**src/verilog/dsd_pkg.sv**
```systemverilog
// shared constants and types for the data-space access decoder
package dsd_pkg;

  // ***************************************************************
  // region boundaries (first address past each region)
  // ***************************************************************
  localparam logic [15:0] REGF_END = 16'h0020;
  localparam logic [15:0] STDIO_END = 16'h0060;
  localparam logic [15:0] XIO_END = 16'h0100;
  localparam logic [15:0] SRAM_END_NORMAL = 16'h1100;
  localparam logic [15:0] SRAM_END_LEGACY = 16'h1000;
  localparam logic [15:0] IO_SHORT_OFFSET = 16'h0020;

  // ***************************************************************
  // target select bit positions
  // ***************************************************************
  localparam int NUM_TGT = 5;
  localparam logic [2:0] SEL_REGF = 3'h0;
  localparam logic [2:0] SEL_STDIO = 3'h1;
  localparam logic [2:0] SEL_XIO = 3'h2;
  localparam logic [2:0] SEL_SRAM = 3'h3;
  localparam logic [2:0] SEL_EXT = 3'h4;

  // ***************************************************************
  // cycle costs
  // ***************************************************************
  localparam logic [3:0] CYC_REG_ACCESS = 4'h1;
  localparam logic [3:0] CYC_MEM_ACCESS = 4'h2;
  localparam logic [3:0] EXT_BYTE_EXTRA_NOWS = 4'h1;
  localparam logic [3:0] STACK_PIPE_LOSS = 4'h1;
  localparam logic [2:0] NVM_RD_STALL = 3'h4;
  localparam logic [2:0] NVM_WR_STALL = 3'h2;

  // ***************************************************************
  // pointer registers
  // ***************************************************************
  localparam logic [4:0] PTR_X_LOW_REG = 5'h1a;
  localparam logic [4:0] PTR_Y_LOW_REG = 5'h1c;
  localparam logic [4:0] PTR_Z_LOW_REG = 5'h1e;

  typedef enum logic [1:0] {
    PTR_X = 2'b00,
    PTR_Y = 2'b01,
    PTR_Z = 2'b10
  } ptr_sel_t;

  typedef enum logic [1:0] {
    AM_PLAIN = 2'b00,
    AM_DISP = 2'b01,
    AM_PREDEC = 2'b10,
    AM_POSTINC = 2'b11
  } addr_mode_t;

  typedef enum logic {
    ST_IDLE = 1'b0,
    ST_BUSY = 1'b1
  } acc_state_t;

endpackage

```
**src/verilog/ptr_if.sv**
```systemverilog
// carrier between the decoder and its pointer address generator
`timescale 1ns/1ps
`default_nettype none
interface ptr_if;
  import dsd_pkg::*;
  ptr_sel_t sel;
  addr_mode_t mode;
  logic [15:0] base;
  logic [5:0] disp;
  logic [15:0] eff_addr;
  logic [15:0] wb_val;
  logic wb_en;
  logic [4:0] wb_index;
  modport gen (input sel, mode, base, disp,
    output eff_addr, wb_val, wb_en, wb_index);
  modport user (output sel, mode, base, disp,
    input eff_addr, wb_val, wb_en, wb_index);
endinterface
`default_nettype wire
```
**src/verilog/data_space_decoder.sv**
```systemverilog
// data-space address decoder with access timing and core stall
//
// Notes on behaviour
// [RQ1] normal layout: 32 regs, 64 io, 160 xio, 4096 sram
// [RQ2] legacy layout: 32 regs, 64 io, 4000 sram
// [RQ3] legacy layout never selects extended io
// [RQ4] above internal region goes external, 64k space
// [RQ5] short io form reaches standard io only
// [RQ6] external access only with enable bit set
// [RQ7] strobes inactive during internal accesses
// [RQ8] external byte costs one extra cycle
// [RQ9] wait states 1-3 cost two to four extra
// [RQ10] stacked pc external costs 3,5,7,9 extra
// [RQ11] internal sram access takes two cycles
// [RQ12] displacement from y or z, up to 63
// [RQ13] pre-decrement before use, post-increment after
// [RQ14] stall four after nvm read, two after write
// [RQ15] exactly one target select per access
`timescale 1ns/1ps
`default_nettype none
module data_space_decoder
(
  // clock and reset
  input wire logic i_clk_sys,
  input wire logic i_srst,
  // layout and external memory setup
  input wire logic i_compat_mode,
  input wire logic i_ext_mem_enable_bit,
  input wire logic [1:0] i_wait_states,
  // access request
  input wire logic i_acc_req,
  input wire logic i_acc_write,
  input wire logic i_acc_stack_pc,
  input wire logic i_acc_io_short,
  input wire logic i_acc_use_ptr,
  input wire logic [15:0] i_acc_addr,
  input wire logic [5:0] i_acc_io_addr,
  // pointer addressing
  input wire dsd_pkg::ptr_sel_t i_ptr_sel,
  input wire dsd_pkg::addr_mode_t i_ptr_mode,
  input wire logic [15:0] i_ptr_base,
  input wire logic [5:0] i_ptr_disp,
  // nonvolatile data memory events
  input wire logic i_nvm_read,
  input wire logic i_nvm_write,
  // access answer
  output logic o_acc_ready,
  output logic o_acc_done,
  output logic o_acc_error,
  output logic [4:0] o_target_sel,
  output logic [15:0] o_eff_addr,
  // pointer writeback
  output logic o_ptr_wb_en,
  output logic [4:0] o_ptr_wb_index,
  output logic [15:0] o_ptr_wb_value,
  // external memory strobes, active low
  output logic o_ext_read_strobe_pin_n,
  output logic o_ext_write_strobe_pin_n,
  // core stall
  output logic o_core_stall
);
  import dsd_pkg::*;

  // ***************************************************************
  // pointer address generation
  // ***************************************************************
  ptr_if pif ();

  assign pif.sel = i_ptr_sel;
  assign pif.mode = i_ptr_mode;
  assign pif.base = i_ptr_base;
  assign pif.disp = i_ptr_disp;

  ptr_addr_gen u_ptr_gen
  (
    .p (pif.gen)
  );

  // ***************************************************************
  // address decode and cost
  // ***************************************************************
  logic [15:0] dec_addr;
  logic [2:0] dec_tgt;
  logic [3:0] dec_cyc;
  logic [3:0] ext_extra;
  logic dec_err;
  logic [15:0] sram_end;

  always_comb
  begin
    sram_end = i_compat_mode ? SRAM_END_LEGACY : SRAM_END_NORMAL;
    dec_addr = i_acc_addr;
    if (i_acc_io_short)
    begin
      dec_addr = {10'h000, i_acc_io_addr} + IO_SHORT_OFFSET;
    end
    else if (i_acc_use_ptr)
    begin
      dec_addr = pif.eff_addr;
    end
    // one target always wins; regions are tested bottom up
    if (i_acc_io_short)
    begin
      dec_tgt = SEL_STDIO; // [RQ5]
    end
    else if (dec_addr < REGF_END)
    begin
      dec_tgt = SEL_REGF; // [RQ1] [RQ2]
    end
    else if (dec_addr < STDIO_END)
    begin
      dec_tgt = SEL_STDIO;
    end
    else if (!i_compat_mode && dec_addr < XIO_END)
    begin
      dec_tgt = SEL_XIO; // [RQ3]
    end
    else if (dec_addr < sram_end)
    begin
      dec_tgt = SEL_SRAM;
    end
    else
    begin
      dec_tgt = SEL_EXT; // [RQ4]
    end
    ext_extra = {2'b00, i_wait_states} + EXT_BYTE_EXTRA_NOWS; // [RQ8] [RQ9]
    dec_err = 1'b0;
    if (dec_tgt == SEL_REGF || dec_tgt == SEL_STDIO || dec_tgt == SEL_XIO)
    begin
      dec_cyc = CYC_REG_ACCESS;
    end
    else if (dec_tgt == SEL_SRAM)
    begin
      dec_cyc = CYC_MEM_ACCESS; // [RQ11]
    end
    else if (!i_ext_mem_enable_bit)
    begin
      // disabled space is not folded onto internal sram; flagged only
      dec_cyc = CYC_MEM_ACCESS;
      dec_err = 1'b1;
    end
    else if (i_acc_stack_pc)
    begin
      dec_cyc = CYC_MEM_ACCESS + (ext_extra << 1) + STACK_PIPE_LOSS; // [RQ10]
    end
    else
    begin
      dec_cyc = CYC_MEM_ACCESS + ext_extra;
    end
  end

  // ***************************************************************
  // access sequencer
  // ***************************************************************
  acc_state_t state_q, state_d;
  logic [3:0] cnt_q, cnt_d;
  logic [4:0] sel_q, sel_d;
  logic [15:0] addr_q, addr_d;
  logic err_q, err_d;
  logic rd_n_q, rd_n_d;
  logic wr_n_q, wr_n_d;
  logic wb_en_q, wb_en_d;
  logic [4:0] wb_idx_q, wb_idx_d;
  logic [15:0] wb_val_q, wb_val_d;
  logic acc_take;
  logic last_cyc;
  logic [2:0] stall_q, stall_d;

  assign o_acc_ready = (state_q == ST_IDLE) && (stall_q == 3'h0);
  assign acc_take = i_acc_req && o_acc_ready;
  assign last_cyc = (state_q == ST_BUSY) && (cnt_q == 4'h0);

  always_comb
  begin
    state_d = state_q;
    cnt_d = cnt_q;
    sel_d = sel_q;
    addr_d = addr_q;
    err_d = err_q;
    rd_n_d = rd_n_q;
    wr_n_d = wr_n_q;
    wb_en_d = 1'b0;
    wb_idx_d = wb_idx_q;
    wb_val_d = wb_val_q;
    unique case (state_q)
      ST_IDLE:
      begin
        if (acc_take)
        begin
          state_d = ST_BUSY;
          cnt_d = dec_cyc - 4'h1;
          sel_d = '0;
          sel_d[dec_tgt] = 1'b1; // [RQ15]
          addr_d = dec_addr;
          err_d = dec_err;
          // strobes move only for enabled external targets
          rd_n_d = !(dec_tgt == SEL_EXT && i_ext_mem_enable_bit &&
            !i_acc_write); // [RQ6] [RQ7]
          wr_n_d = !(dec_tgt == SEL_EXT && i_ext_mem_enable_bit &&
            i_acc_write);
          wb_en_d = i_acc_use_ptr && !i_acc_io_short && pif.wb_en; // [RQ13]
          wb_idx_d = pif.wb_index;
          wb_val_d = pif.wb_val;
        end
      end
      ST_BUSY:
      begin
        cnt_d = cnt_q - 4'h1;
        if (last_cyc)
        begin
          state_d = ST_IDLE;
          cnt_d = 4'h0;
          rd_n_d = 1'b1;
          wr_n_d = 1'b1;
        end
      end
    endcase
  end

  always_ff @(posedge i_clk_sys)
  begin
    if (i_srst)
    begin
      state_q <= ST_IDLE;
      cnt_q <= 4'h0;
      sel_q <= 5'h01;
      addr_q <= 16'h0000;
      err_q <= 1'b0;
      rd_n_q <= 1'b1;
      wr_n_q <= 1'b1;
      wb_en_q <= 1'b0;
      wb_idx_q <= 5'h00;
      wb_val_q <= 16'h0000;
    end
    else
    begin
      state_q <= state_d;
      cnt_q <= cnt_d;
      sel_q <= sel_d;
      addr_q <= addr_d;
      err_q <= err_d;
      rd_n_q <= rd_n_d;
      wr_n_q <= wr_n_d;
      wb_en_q <= wb_en_d;
      wb_idx_q <= wb_idx_d;
      wb_val_q <= wb_val_d;
    end
  end

  assign o_acc_done = last_cyc;
  assign o_acc_error = last_cyc && err_q;
  assign o_target_sel = sel_q;
  assign o_eff_addr = addr_q;
  assign o_ptr_wb_en = wb_en_q;
  assign o_ptr_wb_index = wb_idx_q;
  assign o_ptr_wb_value = wb_val_q;
  assign o_ext_read_strobe_pin_n = rd_n_q;
  assign o_ext_write_strobe_pin_n = wr_n_q;

  // ***************************************************************
  // nonvolatile access stall
  // ***************************************************************
  always_comb
  begin
    stall_d = stall_q;
    if (i_nvm_read)
    begin
      stall_d = NVM_RD_STALL; // [RQ14]
    end
    else if (i_nvm_write)
    begin
      stall_d = NVM_WR_STALL; // [RQ14]
    end
    else if (stall_q != 3'h0)
    begin
      stall_d = stall_q - 3'h1;
    end
  end

  always_ff @(posedge i_clk_sys)
  begin
    if (i_srst)
    begin
      stall_q <= 3'h0;
    end
    else
    begin
      stall_q <= stall_d;
    end
  end

  assign o_core_stall = (stall_q != 3'h0);
endmodule
`default_nettype wire

```
**src/verilog/ptr_addr_gen.sv**
```systemverilog
// pointer register address generation
`timescale 1ns/1ps
`default_nettype none
module ptr_addr_gen
(
  ptr_if.gen p
);
  import dsd_pkg::*;

  always_comb
  begin
    p.eff_addr = p.base;
    p.wb_val = p.base;
    p.wb_en = 1'b0;
    unique case (p.mode)
      AM_PLAIN:
      begin
        p.eff_addr = p.base;
      end
      AM_DISP:
      begin
        // x has no displacement form: falls back to plain
        if (p.sel != PTR_X)
        begin
          p.eff_addr = p.base + {10'h000, p.disp}; // [RQ12]
        end
      end
      AM_PREDEC:
      begin
        p.eff_addr = p.base - 16'h0001; // [RQ13]
        p.wb_val = p.base - 16'h0001;
        p.wb_en = 1'b1;
      end
      AM_POSTINC:
      begin
        p.eff_addr = p.base;
        p.wb_val = p.base + 16'h0001; // [RQ13]
        p.wb_en = 1'b1;
      end
    endcase
  end

  always_comb
  begin
    unique case (p.sel)
      PTR_X: p.wb_index = PTR_X_LOW_REG;
      PTR_Y: p.wb_index = PTR_Y_LOW_REG;
      PTR_Z: p.wb_index = PTR_Z_LOW_REG;
      default: p.wb_index = PTR_Z_LOW_REG;
    endcase
  end

endmodule
`default_nettype wire

```
**config.mk**
```make
export PLATFORM = sky130hd
export DESIGN_NAME = data_space_decoder
export DESIGN_NICKNAME = d
export VERILOG_FILES = /design/src/verilog/dsd_pkg.sv /design/src/verilog/ptr_if.sv /design/src/verilog/data_space_decoder.sv /design/src/verilog/ptr_addr_gen.sv
export SDC_FILE = /design/constraint.sdc
export NUM_CORES = 1
export LEC_CHECK = 0
export BUFFER_PORTS_ARGS = -buffer_cell sky130_fd_sc_hd__buf_2
export CAP_MARGIN = 20
export CORE_UTILIZATION = 56
export CTS_BUF_LIST = sky130_fd_sc_hd__clkbuf_8
export CTS_CLUSTER_DIAMETER = 60
export DETAILED_ROUTE_END_ITERATION = 12
export PLACE_DENSITY = 0.83
export SLEW_MARGIN = 10
export SYNTH_ARGS = -nofsm -noshare
export SYNTH_HDL_FRONTEND = slang
export SYNTH_SLANG_ARGS = --single-unit
```
**constraint.sdc**
```tcl
create_clock -name i_clk_sys -period 4.8 [get_ports i_clk_sys]
set_input_delay 0 -clock i_clk_sys [delete_from_list [all_inputs] [get_ports i_clk_sys]]
set_output_delay 0 -clock i_clk_sys [all_outputs]
set_load 0.1 [all_outputs]
```
==> results of run 1 <==
-- sequential cells by signal, summed over array words and instances, names as in the netlist, 3 cells and up --
name            flops
o_eff_addr         16
o_ptr_wb_value     16
o_target_sel        5
cnt_q               4
o_ptr_wb_index      3
stall_q             3
-- critical path: cells and delay by family --
family | cells | cell delay [ns]
xor+xnor | 1 | 0.15
mux | 1 | 0.40
compound gates | 5 | 1.38
buf+inv | 2 | 0.22
fa+ha+maj | 3 | 0.77
simple gates | 4 | 1.23
-- synthesized netlist by cell type, types with 12 or more instances --
cell / n
nor3_1: 24
inv_1: 19
dfxtp_1: 52
ha_1: 17
clkbuf_1: 42
xnor2_1: 18
a221oi_1: 12
nor2_1: 66
nand2_1: 66
a21oi_1: 55
a211oi_1: 23
o21ai_0: 30
-- metal layers --
metal / vias up / GRT usage
li1: 2328 / -
met1: 2294 / 0.428
met2: 287 / 0.607
met3: 51 / 0.0619
met4: 0 / 0.198
met5: - / 0
-- worst max-delay path by stage --
stage / depth (start not counted) / slack (ns) / to
6_report: 16 / 0.87 / cnt_q[2]
4_1_cts: 16 / 0.94 / cnt_q[2]
5_1_grt: 16 / 0.57 / cnt_q[2]
3_5_place_dp: 16 / 0.63 / cnt_q[2]
3_3_place_gp: 16 / 0.74 / cnt_q[2]
2_1_floorplan: 14 / 1.12 / cnt_q[2]
-- layout by cell type (no fill, tap or decap), types with 3 or more instances in the layout --
| master | count |
|---|---|
| xnor2_1 | 18 |
| a31oi_1 | 4 |
| or3_1 | 9 |
| and3_1 | 4 |
| xor2_1 | 6 |
| o211ai_1 | 9 |
| clkbuf_8 | 5 |
| nand4_1 | 8 |
| inv_1 | 19 |
| nand2_1 | 66 |
| nor2_1 | 66 |
| a221oi_1 | 12 |
| ha_1 | 17 |
| o21ai_0 | 30 |
| nor3b_1 | 5 |
| a211oi_1 | 23 |
| nor2b_1 | 8 |
| a211o_1 | 5 |
| nor3_1 | 24 |
| nand2b_1 | 8 |
| a21o_1 | 5 |
| buf_2 | 108 |
| buf_4 | 7 |
| nor4_1 | 9 |
| a21oi_1 | 55 |
| a311oi_1 | 7 |
| nand3_1 | 11 |
| mux2_2 | 3 |
| and2_1 | 4 |
| dlygate4sd3_1 | 7 |
| dfxtp_1 | 52 |
-- final cells by class --
type                            count  area (µm²)
Tap cell                           99         124
Clock buffer                        5        68.8
Timing Repair Buffer              122         663
Clock inverter                      3        46.3
Inverter                           19        71.3
Fill cell                         648        2380
Multi-Input combinational cell    470        2940
Sequential cell                    52        1040
-- kinds of logic after synthesis --
logic type | count (synthesis) | synth area share
compound gates | 184 | 0.296
xor+xnor | 25 | 0.0528
fa+ha+maj | 18 | 0.0543
buf+inv | 74 | 0.0733
flops | 52 | 0.243
mux | 5 | 0.0126
other cells | 1 | 0.000875
simple gates | 237 | 0.267
-- timing repair --
| item | CTS | global route |
|---|---|---|
| hold buffers | 7 | 0 |
| hold endpoints to repair | 6 | 0 |
| buffers inserted | 0 | 0 |
-- power by group --
| part | total, mW | internal, mW | switching, mW |
|---|---|---|---|
| registers | 0.489 | 0.466 | 0.0231 |
| logic | 0.630 | 0.160 | 0.470 |
| clock network | 0.317 | 0.157 | 0.160 |
| total | 1.44 | 0.783 | 0.653 |
==> impl_results.md, run 1 <==
- Unrepaired setup endpoints after global routing: false
- Leak Pwr: 2.02 nW
- CP cell instances: buf_2 -> ha_1 -> inv_1 -> fa_1 -> nor2b_1 -> o2111ai_1 -> a21oi_1 -> xnor2_1 -> a221oi_1 -> o41a_2 -> nor2_2 -> mux2_2 -> ha_1 -> or3_1 -> or3_1 -> o211ai_1
- Die area: 0.00801 mm²
- Peak VDD IR: 0.000187 V
- Placed cell area: 0.00477 mm²
- Hpwl dp: 10.7 mm
- Metal-1 WL: 5.57 mm
- Hold WS: -0.000600 ns
- Antenna cell count: 0
- Proportion of layout cells with a drive suffix above 1: 0.206
- Yosys reg bits: 52
- Worst EP arrival: 4.17 ns
- Relative slew margins: 0.337
- Via count: 4960
- Finish-stage setup viols: 0
- FF-to-FF Start: stall_q[2]
- Fin area: 0.00495 mm²
- Worst Max-Slew Pin Slew: 0.994 ns
- Avg Cell Area, Syn: 7.19 µm²
- Minimum clock period: 3.93 ns
- Final core utilization: 0.675
- H-tree Lvls: 2
- Post-place setup slack: 0.634 ns
- Syn Std Cell Area: 0.00429 mm²
- Reg2Reg Depth: 9
- Post-route insts no fill: 770
- Via density: 6.44
- Met2 WL: 6.88 mm
- CP Launch Point: i_ptr_base[0]
- ANT nets after route: 0
- Hold Fails Final Rpt: 1
- GRT overflow: 0
- Total power: 1.44 mW
- Antenna violations before repair: 0
- CP max stage delay: 0.49 ns
- IO Port Bufs: 108
- Crit Path Category: in2reg
- Post-synthesis sequential area ratio: 0.243
- Post-synth ARST share: 0
- Final setup TNS: 0 ns
- Area Overhead vs Synth: 15.5%
- Yosys top cell area share: 0.243
- Die Y: 89.5 µm
- Largest net degree at the start of global routing: 59
- Clk sink count: 52
- Post-Synthesis Cells: 596
- PnR worst setup slack: 0.871 ns
- Worst setup SP type: input pin
- WL met3: 1.18 mm
- Unique masters post-synth: 72
- CORE AREA: 0.00733 mm²
- Setup crit end kind: flip-flop
- Highest routed layer: met4
- Status: finished, violations left
- GP Congestion: 0.984
- Residual DRC: 0
- Vias in the first global route: 4430
- Root Buffer: clkbuf_8
- Synth Flop Type: dfxtp_1
- CP max FO: 11
- Total GRT Usage: 0.358
- FP Rows: 31
- Io pins: 110
- Worst hold path class: in2reg
- Total CTS buffers: 5
- Slew Viols, Final: 0
- Initial Util: 0.585
- Worst skew pair latency: 0.32 ns
- Die W: 89.5 µm
- Reg clk slew, reported paths: 0.10 ns
- 1st-iter DRT viols: 373
- Reg2Reg Setup Slack: 2.25 ns
- Yosys warns: 0
- Worst R2R End: cnt_q[3]
- Global-route wire length before repair: 21.7 mm
- Clk buf depth: 2
- Hold Path Origin: i_acc_io_addr[1]
- Critical Path Slowest Stage Cell: o41a_2
- WL final: 14.3 mm
- Nets@finish: 749
- Max frequency: 255 MHz
- Setup Skew: 0.00849 ns
- Data required time of the worst path: 5.04 ns
- First-pass detailed-route iteration total: 5
- Main area contributors after synthesis: dfxtp_1, a21oi_1, nand2_1, nor2_1, ha_1
- CTS tree: yes
- Hold Crit Depth: 3
- Dpl cells: 755
- Post-synth top area cell: dfxtp_1
- Failing checks: negative hold slack
- Post-synth EDFFs: 0
- P per Cell Area: 290 mW/mm²
- Post-CTS Resized: 0
- Worst Hold Path EP: o_eff_addr[1]
- Max_cap viols: 0
- Syn Nets: 675
- Period utilisation layout: 0.819
- Wire per inst: 18.6 µm
No activity file was read; power rests on OpenSTA's default activity.
==> inputs of run 2 (changes only) <==
- ABC_AREA: unset -> 1
- CORE_UTILIZATION: 56 -> 51
- PLACE_DENSITY: 0.83 -> 0.79
- clock period: 4.8 -> 3.5 ns (I/O delays scaled with it)
==> run 2 against run 1 <==
Compared with the run above: the run now ends clean; synthesized area increased by 3.9%; clock skew up 0.0034 ns; power increased by 43%; critical endpoint is now cnt_q[1].
==> impl_results.md, run 2 <==
- Status: finished clean
- Setup Buffers After CTS: 0
- Max_cap viols: 0
- Post-place setup slack: 0.438 ns
- Clk sink count: 52
- Most common cell after layout, fill and taps aside: nand2_1
- Period utilisation layout: 0.835
- Main area contributors after synthesis: dfxtp_1, nand2_1, inv_1, nand3_1, a21oi_1
- Leak Pwr: 2.64 nW
- Hold WS: 0.0185 ns
- Peak VDD IR: 0.000247 V
- P per Cell Area: 389 mW/mm²
- Worst Max-Slew Pin Slew: 0.838 ns
- Yosys warns: 0
- CP most frequent cell: nand2_1
- Relative slew margins: 0.441
- Syn Nets: 790
- Post-synth EDFFs: 0
- Yosys reg bits: 52
- Hold Path Origin: i_acc_addr[1]
- Unrepaired setup endpoints after global routing: false
- Post-synth ARST share: 0
- GP Congestion: 0.958
- Io pins: 110
- 1st-iter DRT viols: 442
- Wire per inst: 15.2 µm
- Yosys top cell area share: 0.234
- Vias in the first global route: 4720
- GRT overflow: 0
- Post-synth top area cell: dfxtp_1
- Root Buffer: clkbuf_8
- Hpwl dp: 10.6 mm
- Post-synthesis sequential area ratio: 0.234
- Die W: 95.4 µm
- Finish-stage setup viols: 0
- Antenna violations before repair: 0
- IO Port Bufs: 108
- Initial Util: 0.534
- Critical Path Slowest Stage Cell: dlygate4sd3_1
- Worst hold path class: in2reg
- Die Y: 95.4 µm
- Most frequent cell after synthesis: nand2_1
- Area Overhead vs Synth: 18.6%
- Internal Power: 1.03 mW
- Global-route wire length before repair: 22.4 mm
- Residual DRC: 0
- Total GRT Usage: 0.314
- CP max FO: 15
- CORE AREA: 0.00834 mm²
- WL final: 13.9 mm
- Most frequent cells in the layout: nand2_1, buf_2, inv_1
- Via density: 5.58
- Reg clk slew, reported paths: 0.12 ns
- Switch Pwr: 1.02 mW
- Total CTS buffers: 5
- Worst skew pair latency: 0.32 ns
- Final setup TNS: 0 ns
- Worst EP arrival: 3.18 ns
- Setup crit end kind: flip-flop
- Top post-synthesis cells by count: nand2_1, inv_1, nand3_1
- Via count: 5132
- Largest net degree at the start of global routing: 48
- Setup Skew: 0.0119 ns
- CTS tree: yes
- WP buf/inv: 4
- CP max stage delay: 0.53 ns
- H-tree Lvls: 2
- Syn Std Cell Area: 0.00445 mm²
- Hold Fails Final Rpt: 0
- Clk buf depth: 2
- Minimum clock period: 2.92 ns
- Die area: 0.00911 mm²
- Antenna cell count: 0
- FF-to-FF Start: stall_q[0]
- Unique masters post-synth: 46
- Crit Path Category: in2reg
- Nets@finish: 893
- Max frequency: 342 MHz
- First-pass detailed-route iteration total: 6
- ANT nets after route: 0
- Sequential share of power: 0.333
- Clock network fraction of design power: 0.184
- Worst setup SP type: input pin
- PnR worst setup slack: 0.579 ns
- Avg Cell Area, Syn: 6.26 µm²
- CP Launch Point: i_ptr_sel[0]
- Slew Viols, Final: 0
- Total power: 2.05 mW
- Net Sw Frac: 0.498
- CP cell instances: dlygate4sd3_1 -> buf_2 -> nor2_1 -> inv_1 -> nand4_1 -> nand3_1 -> nand2_1 -> nand2_1 -> nand2_1 -> nand3_1 -> inv_1 -> nand2_1 -> a211o_1 -> nand3_1 -> ha_1 -> o22ai_1 -> o21ai_0 -> a21oi_1
- Gate power share: 0.483
- Proportion of layout cells with a drive suffix above 1: 0.222
- FP Rows: 33
- Synth Flop Type: dfxtp_1
- Post-Synthesis Cells: 711
- Data required time of the worst path: 3.76 ns
- Family with the most delay on the worst path: simple AND/OR/NAND/NOR gates
==> run 2: cell count changes in the layout (fill, tap and decap cells not counted), moves of 9 or more <==
cell	previous run	this run
nand3_1	11	66
o211ai_1	9	20
nor3_1	24	5
nand3_2	0	11
inv_1	19	90
a211oi_1	23	0
nor2_1	66	55
a221oi_1	12	0
or3_1	9	0
nor2_2	1	14
nand2_1	66	147
nand2_2	0	10
xnor2_1	18	3
o21ai_0	30	56
==> run 2: worst paths after layout <==
kind                  endpoint  slack (ns)  depth (start not counted)
min reg2reg    o_target_sel[1]        0.47                          2
min              o_eff_addr[1]        0.02                          3
max                   cnt_q[1]        0.58                         18
max reg2reg  o_ptr_wb_index[1]        1.01                         12
==> run 2: kinds of logic after synthesis <==
family / Yosys count / share of synthesized area
compound gates: 169 / 0.222
other cells: 1 / 0.000842
fa+ha+maj: 18 / 0.0523
flops: 52 / 0.234
buf+inv: 135 / 0.122
simple gates: 328 / 0.353
xor+xnor: 8 / 0.0157
==> run 2: repair_timing <==
| item | CTS | global route |
|---|---|---|
| endpoints found under the hold margin | 13 | 0 |
| resized for setup | 0 | 0 |
| hold buffers | 14 | 0 |
==> run 2: area by class of cell <==
class | instances | area [µm²]
Clock buffer | 5 | 68.8
Tap cell | 105 | 131
Timing Repair Buffer | 129 | 753
Sequential cell | 52 | 1040
Fill cell | 800 | 3060
Inverter | 102 | 383
Clock inverter | 3 | 27.5
Multi-Input combinational cell | 524 | 2880
==> run 2: tightest hold or removal path: cells and delay by family <==
family / cells / cell delay (ns)
buf+inv: 1 / 0.08
compound gates: 2 / 0.23
==> run 2: metal layers <==
| metal | share of wire | up-vias | track usage |
|---|---|---|---|
| met4 | 0.021 | 0 | 0.0958 |
| met2 | 0.47 | 229 | 0.538 |
| li1 | - | 2565 | - |
| met5 | 0 | - | 0 |
| met1 | 0.44 | 2306 | 0.410 |
| met3 | 0.067 | 32 | 0.0351 |
==> run 2: power by group through the flow <==
stage	logic (mW)	clock network [mW]	registers, mW
2_1_floorplan	0.430	0	1.03
3_3_place_gp	0.949	0	0.694
3_5_place_dp	0.970	0	0.696
4_1_cts	0.986	0.381	0.684
5_1_grt	1.06	0.406	0.690
6_report	0.991	0.378	0.685
==> run 2: through the flow <==
step                       util  instances  area [µm²]
after CTS                 0.633        920        5280
after global routing      0.633        920        5280
final                     0.633        920        5280
after global placement    0.602        897        5020
after detailed placement  0.605        898        5040
after floorplan               -        711        4460
==> inputs of run 3 (changes only) <==
- CORE_UTILIZATION: 51 -> 56
- PLACE_DENSITY: 0.79 -> 0.82
- clock period: 3.5 -> 2.9 ns (I/O delays scaled with it)
==> run 3 against run 2 <==
Compared with the run above: the run now ends with negative hold slack left; routed wire length is 1.9% higher; worst hold slack worse by 0.019 ns; via count is 2.8% higher; sequential share of layout area is 0.66 points lower; global-route usage is 3.1 points higher; critical path depth is 2 higher; count of clock-buffer cells in the layout stayed put; clock skew is 0.0048 ns lower; flip-flop and latch count stayed put; die area is 8.7% lower.
==> impl_results.md, run 3 (synthesized netlist as in run 2, its figures left out) <==
- Worst R2R End: o_ptr_wb_index[1]
- Hold Crit Depth: 3
- Crit Path Category: in2reg
- Status: finished, violations left
- Worst Max-Slew Pin Slew: 0.588 ns
- Reg2Reg Depth: 12
- Die area: 0.00831 mm²
- Largest net degree at the start of global routing: 40
- Antenna violations before repair: 0
- Worst skew pair latency: 0.32 ns
- Post-place setup slack: -0.0925 ns
- Dpl cells: 915
- Leak Pwr: 2.74 nW
- Initial Util: 0.576
- Grt met2 use: 0.595
- CP max stage delay: 0.35 ns
- Setup crit end kind: flip-flop
- CP max FO: 10
- Vias in the first global route: 5061
- Failing checks: negative hold slack
- Reg clk slew, reported paths: 0.11 ns
- P per Cell Area: 474 mW/mm²
- Via count: 5275
- Residual DRC: 0
- Hpwl dp: 10.6 mm
- GRT overflow: 0
- ANT nets after route: 0
- Met3 usage: 0.0461
- Via density: 5.62
- Setup Skew: 0.00708 ns
- Grt peak-use layer: met2
- GP Congestion: 0.970
- Clk sink count: 52
- Reg2Reg Setup Slack: 0.50 ns
- Minimum clock period: 2.69 ns
- Worst setup SP type: input pin
- Global-route wire length before repair: 23.3 mm
- Hold Fails Final Rpt: 1
- Max_cap viols: 0
- Die W: 91.2 µm
- Critical Path Slowest Stage Cell: ha_1
- Final core utilization: 0.707
- Fin area: 0.00547 mm²
- Period utilisation layout: 0.927
- Relative slew margins: 0.608
- Most common cell after layout, fill and taps aside: nand2_1
- Total CTS buffers: 5
- Slew Viols, Final: 0
- Fill cells: 681
- Worst Hold Path EP: o_eff_addr[2]
- CP most frequent cell: nand3_1
- First-pass detailed-route iteration total: 6
- PnR worst setup slack: 0.211 ns
- Max frequency: 372 MHz
- Hold WS: -0.000622 ns
- Worst hold path class: in2reg
- IO Port Bufs: 108
- Area Overhead vs Synth: 22.7%
- Most frequent cells in the layout: nand2_1, buf_2, inv_1
- Nets@finish: 914
- Post-route insts no fill: 938
- Met1 GRT Util: 0.439
- Total GRT Usage: 0.345
- Peak VDD IR: 0.000478 V
- Clk buf depth: 2
- CTS tree: yes
- WL final: 14.2 mm
- Proportion of layout cells with a drive suffix above 1: 0.250
- FF-to-FF Start: stall_q[0]
- Data required time of the worst path: 3.16 ns
- Hold Path Origin: i_acc_addr[2]
- H-tree Lvls: 2
- Die Y: 91.2 µm
- CP cell instances: buf_2 -> ha_1 -> nand2_1 -> inv_1 -> a21oi_1 -> nand2_4 -> nand2_1 -> nand2_1 -> nand3_1 -> nand3_1 -> nand2_2 -> nand2_4 -> nor2_4 -> nand3_1 -> a211o_1 -> nand3_1 -> ha_1 -> o22ai_1 -> o21ai_0 -> a21oi_1
- Wire per inst: 15.1 µm
- Io pins: 110
- Worst EP arrival: 2.95 ns
- CORE AREA: 0.00773 mm²
- 1st-iter DRT viols: 430
- Antenna cell count: 0
- FP Rows: 32
- Placed cell area: 0.00518 mm²
- Finish-stage setup viols: 0
- Root Buffer: clkbuf_8
[run 3: area by class of cell]
cell class	instances	area, µm²	area share
clock buffers	5	68.8	0.0126
clock inverters	3	46.3	0.00847
inverters	102	383	0.0701
multi-input cells	524	2910	0.532
flip-flops and latches	52	1040	0.190
well taps	102	128	0.0234
repair buffers	150	892	0.163
[run 3: layer usage]
metal | wire length (µm) | share of wire
met1 | 6060 | 0.43
met5 | 0 | 0
met4 | 374 | 0.026
met3 | 1070 | 0.075
met2 | 6710 | 0.47
[run 3: critical path: cells and delay by family]
kind,cells,cell delay [ns]
AO/OA/AOI/OAI,5,0.99
buffers and inverters,2,0.15
adder cells (fa/ha/maj),2,0.59
AND/OR/NAND/NOR,11,1.23
[run 3: how the worst max path moves through the flow]
stage                  start                end  depth (start not counted)
3_5_place_dp   i_ptr_base[0]           cnt_q[1]                         22
5_1_grt        i_ptr_base[5]           cnt_q[1]                         20
3_3_place_gp   i_ptr_base[0]           cnt_q[1]                         22
2_1_floorplan     stall_q[1]  o_ptr_wb_value[0]                         10
4_1_cts         i_ptr_sel[0]           cnt_q[1]                         18
6_report       i_ptr_base[5]           cnt_q[1]                         20
[run 3: stage by stage]
| stage | power, mW | TNS (ns) | hold slack, ns |
|---|---|---|---|
| after global placement | 2.01 | 0 | 0.199 |
| after global routing | 2.71 | -0.000166 | 0.00518 |
| after detailed placement | 2.03 | -0.103 | 0.207 |
| final | 2.59 | 0 | -0.000622 |
| after floorplan | 1.76 | 0 | 0.0691 |
| after CTS | 2.57 | 0 | 0.000458 |
[run 3: timing repair]
| item | CTS | global route |
|---|---|---|
| hold endpoints to repair | 14 | 0 |
| endpoints found under the setup margin | 0 | 2 |
| hold buffers | 13 | 0 |
| buffers inserted | 0 | 2 |
| resized for setup | 0 | 8 |
[run 3: power by group]
part           total [mW]  internal [mW]  switching [mW]
clock               0.529          0.261           0.269
combinational        1.23          0.304           0.930
sequential          0.826          0.784          0.0423
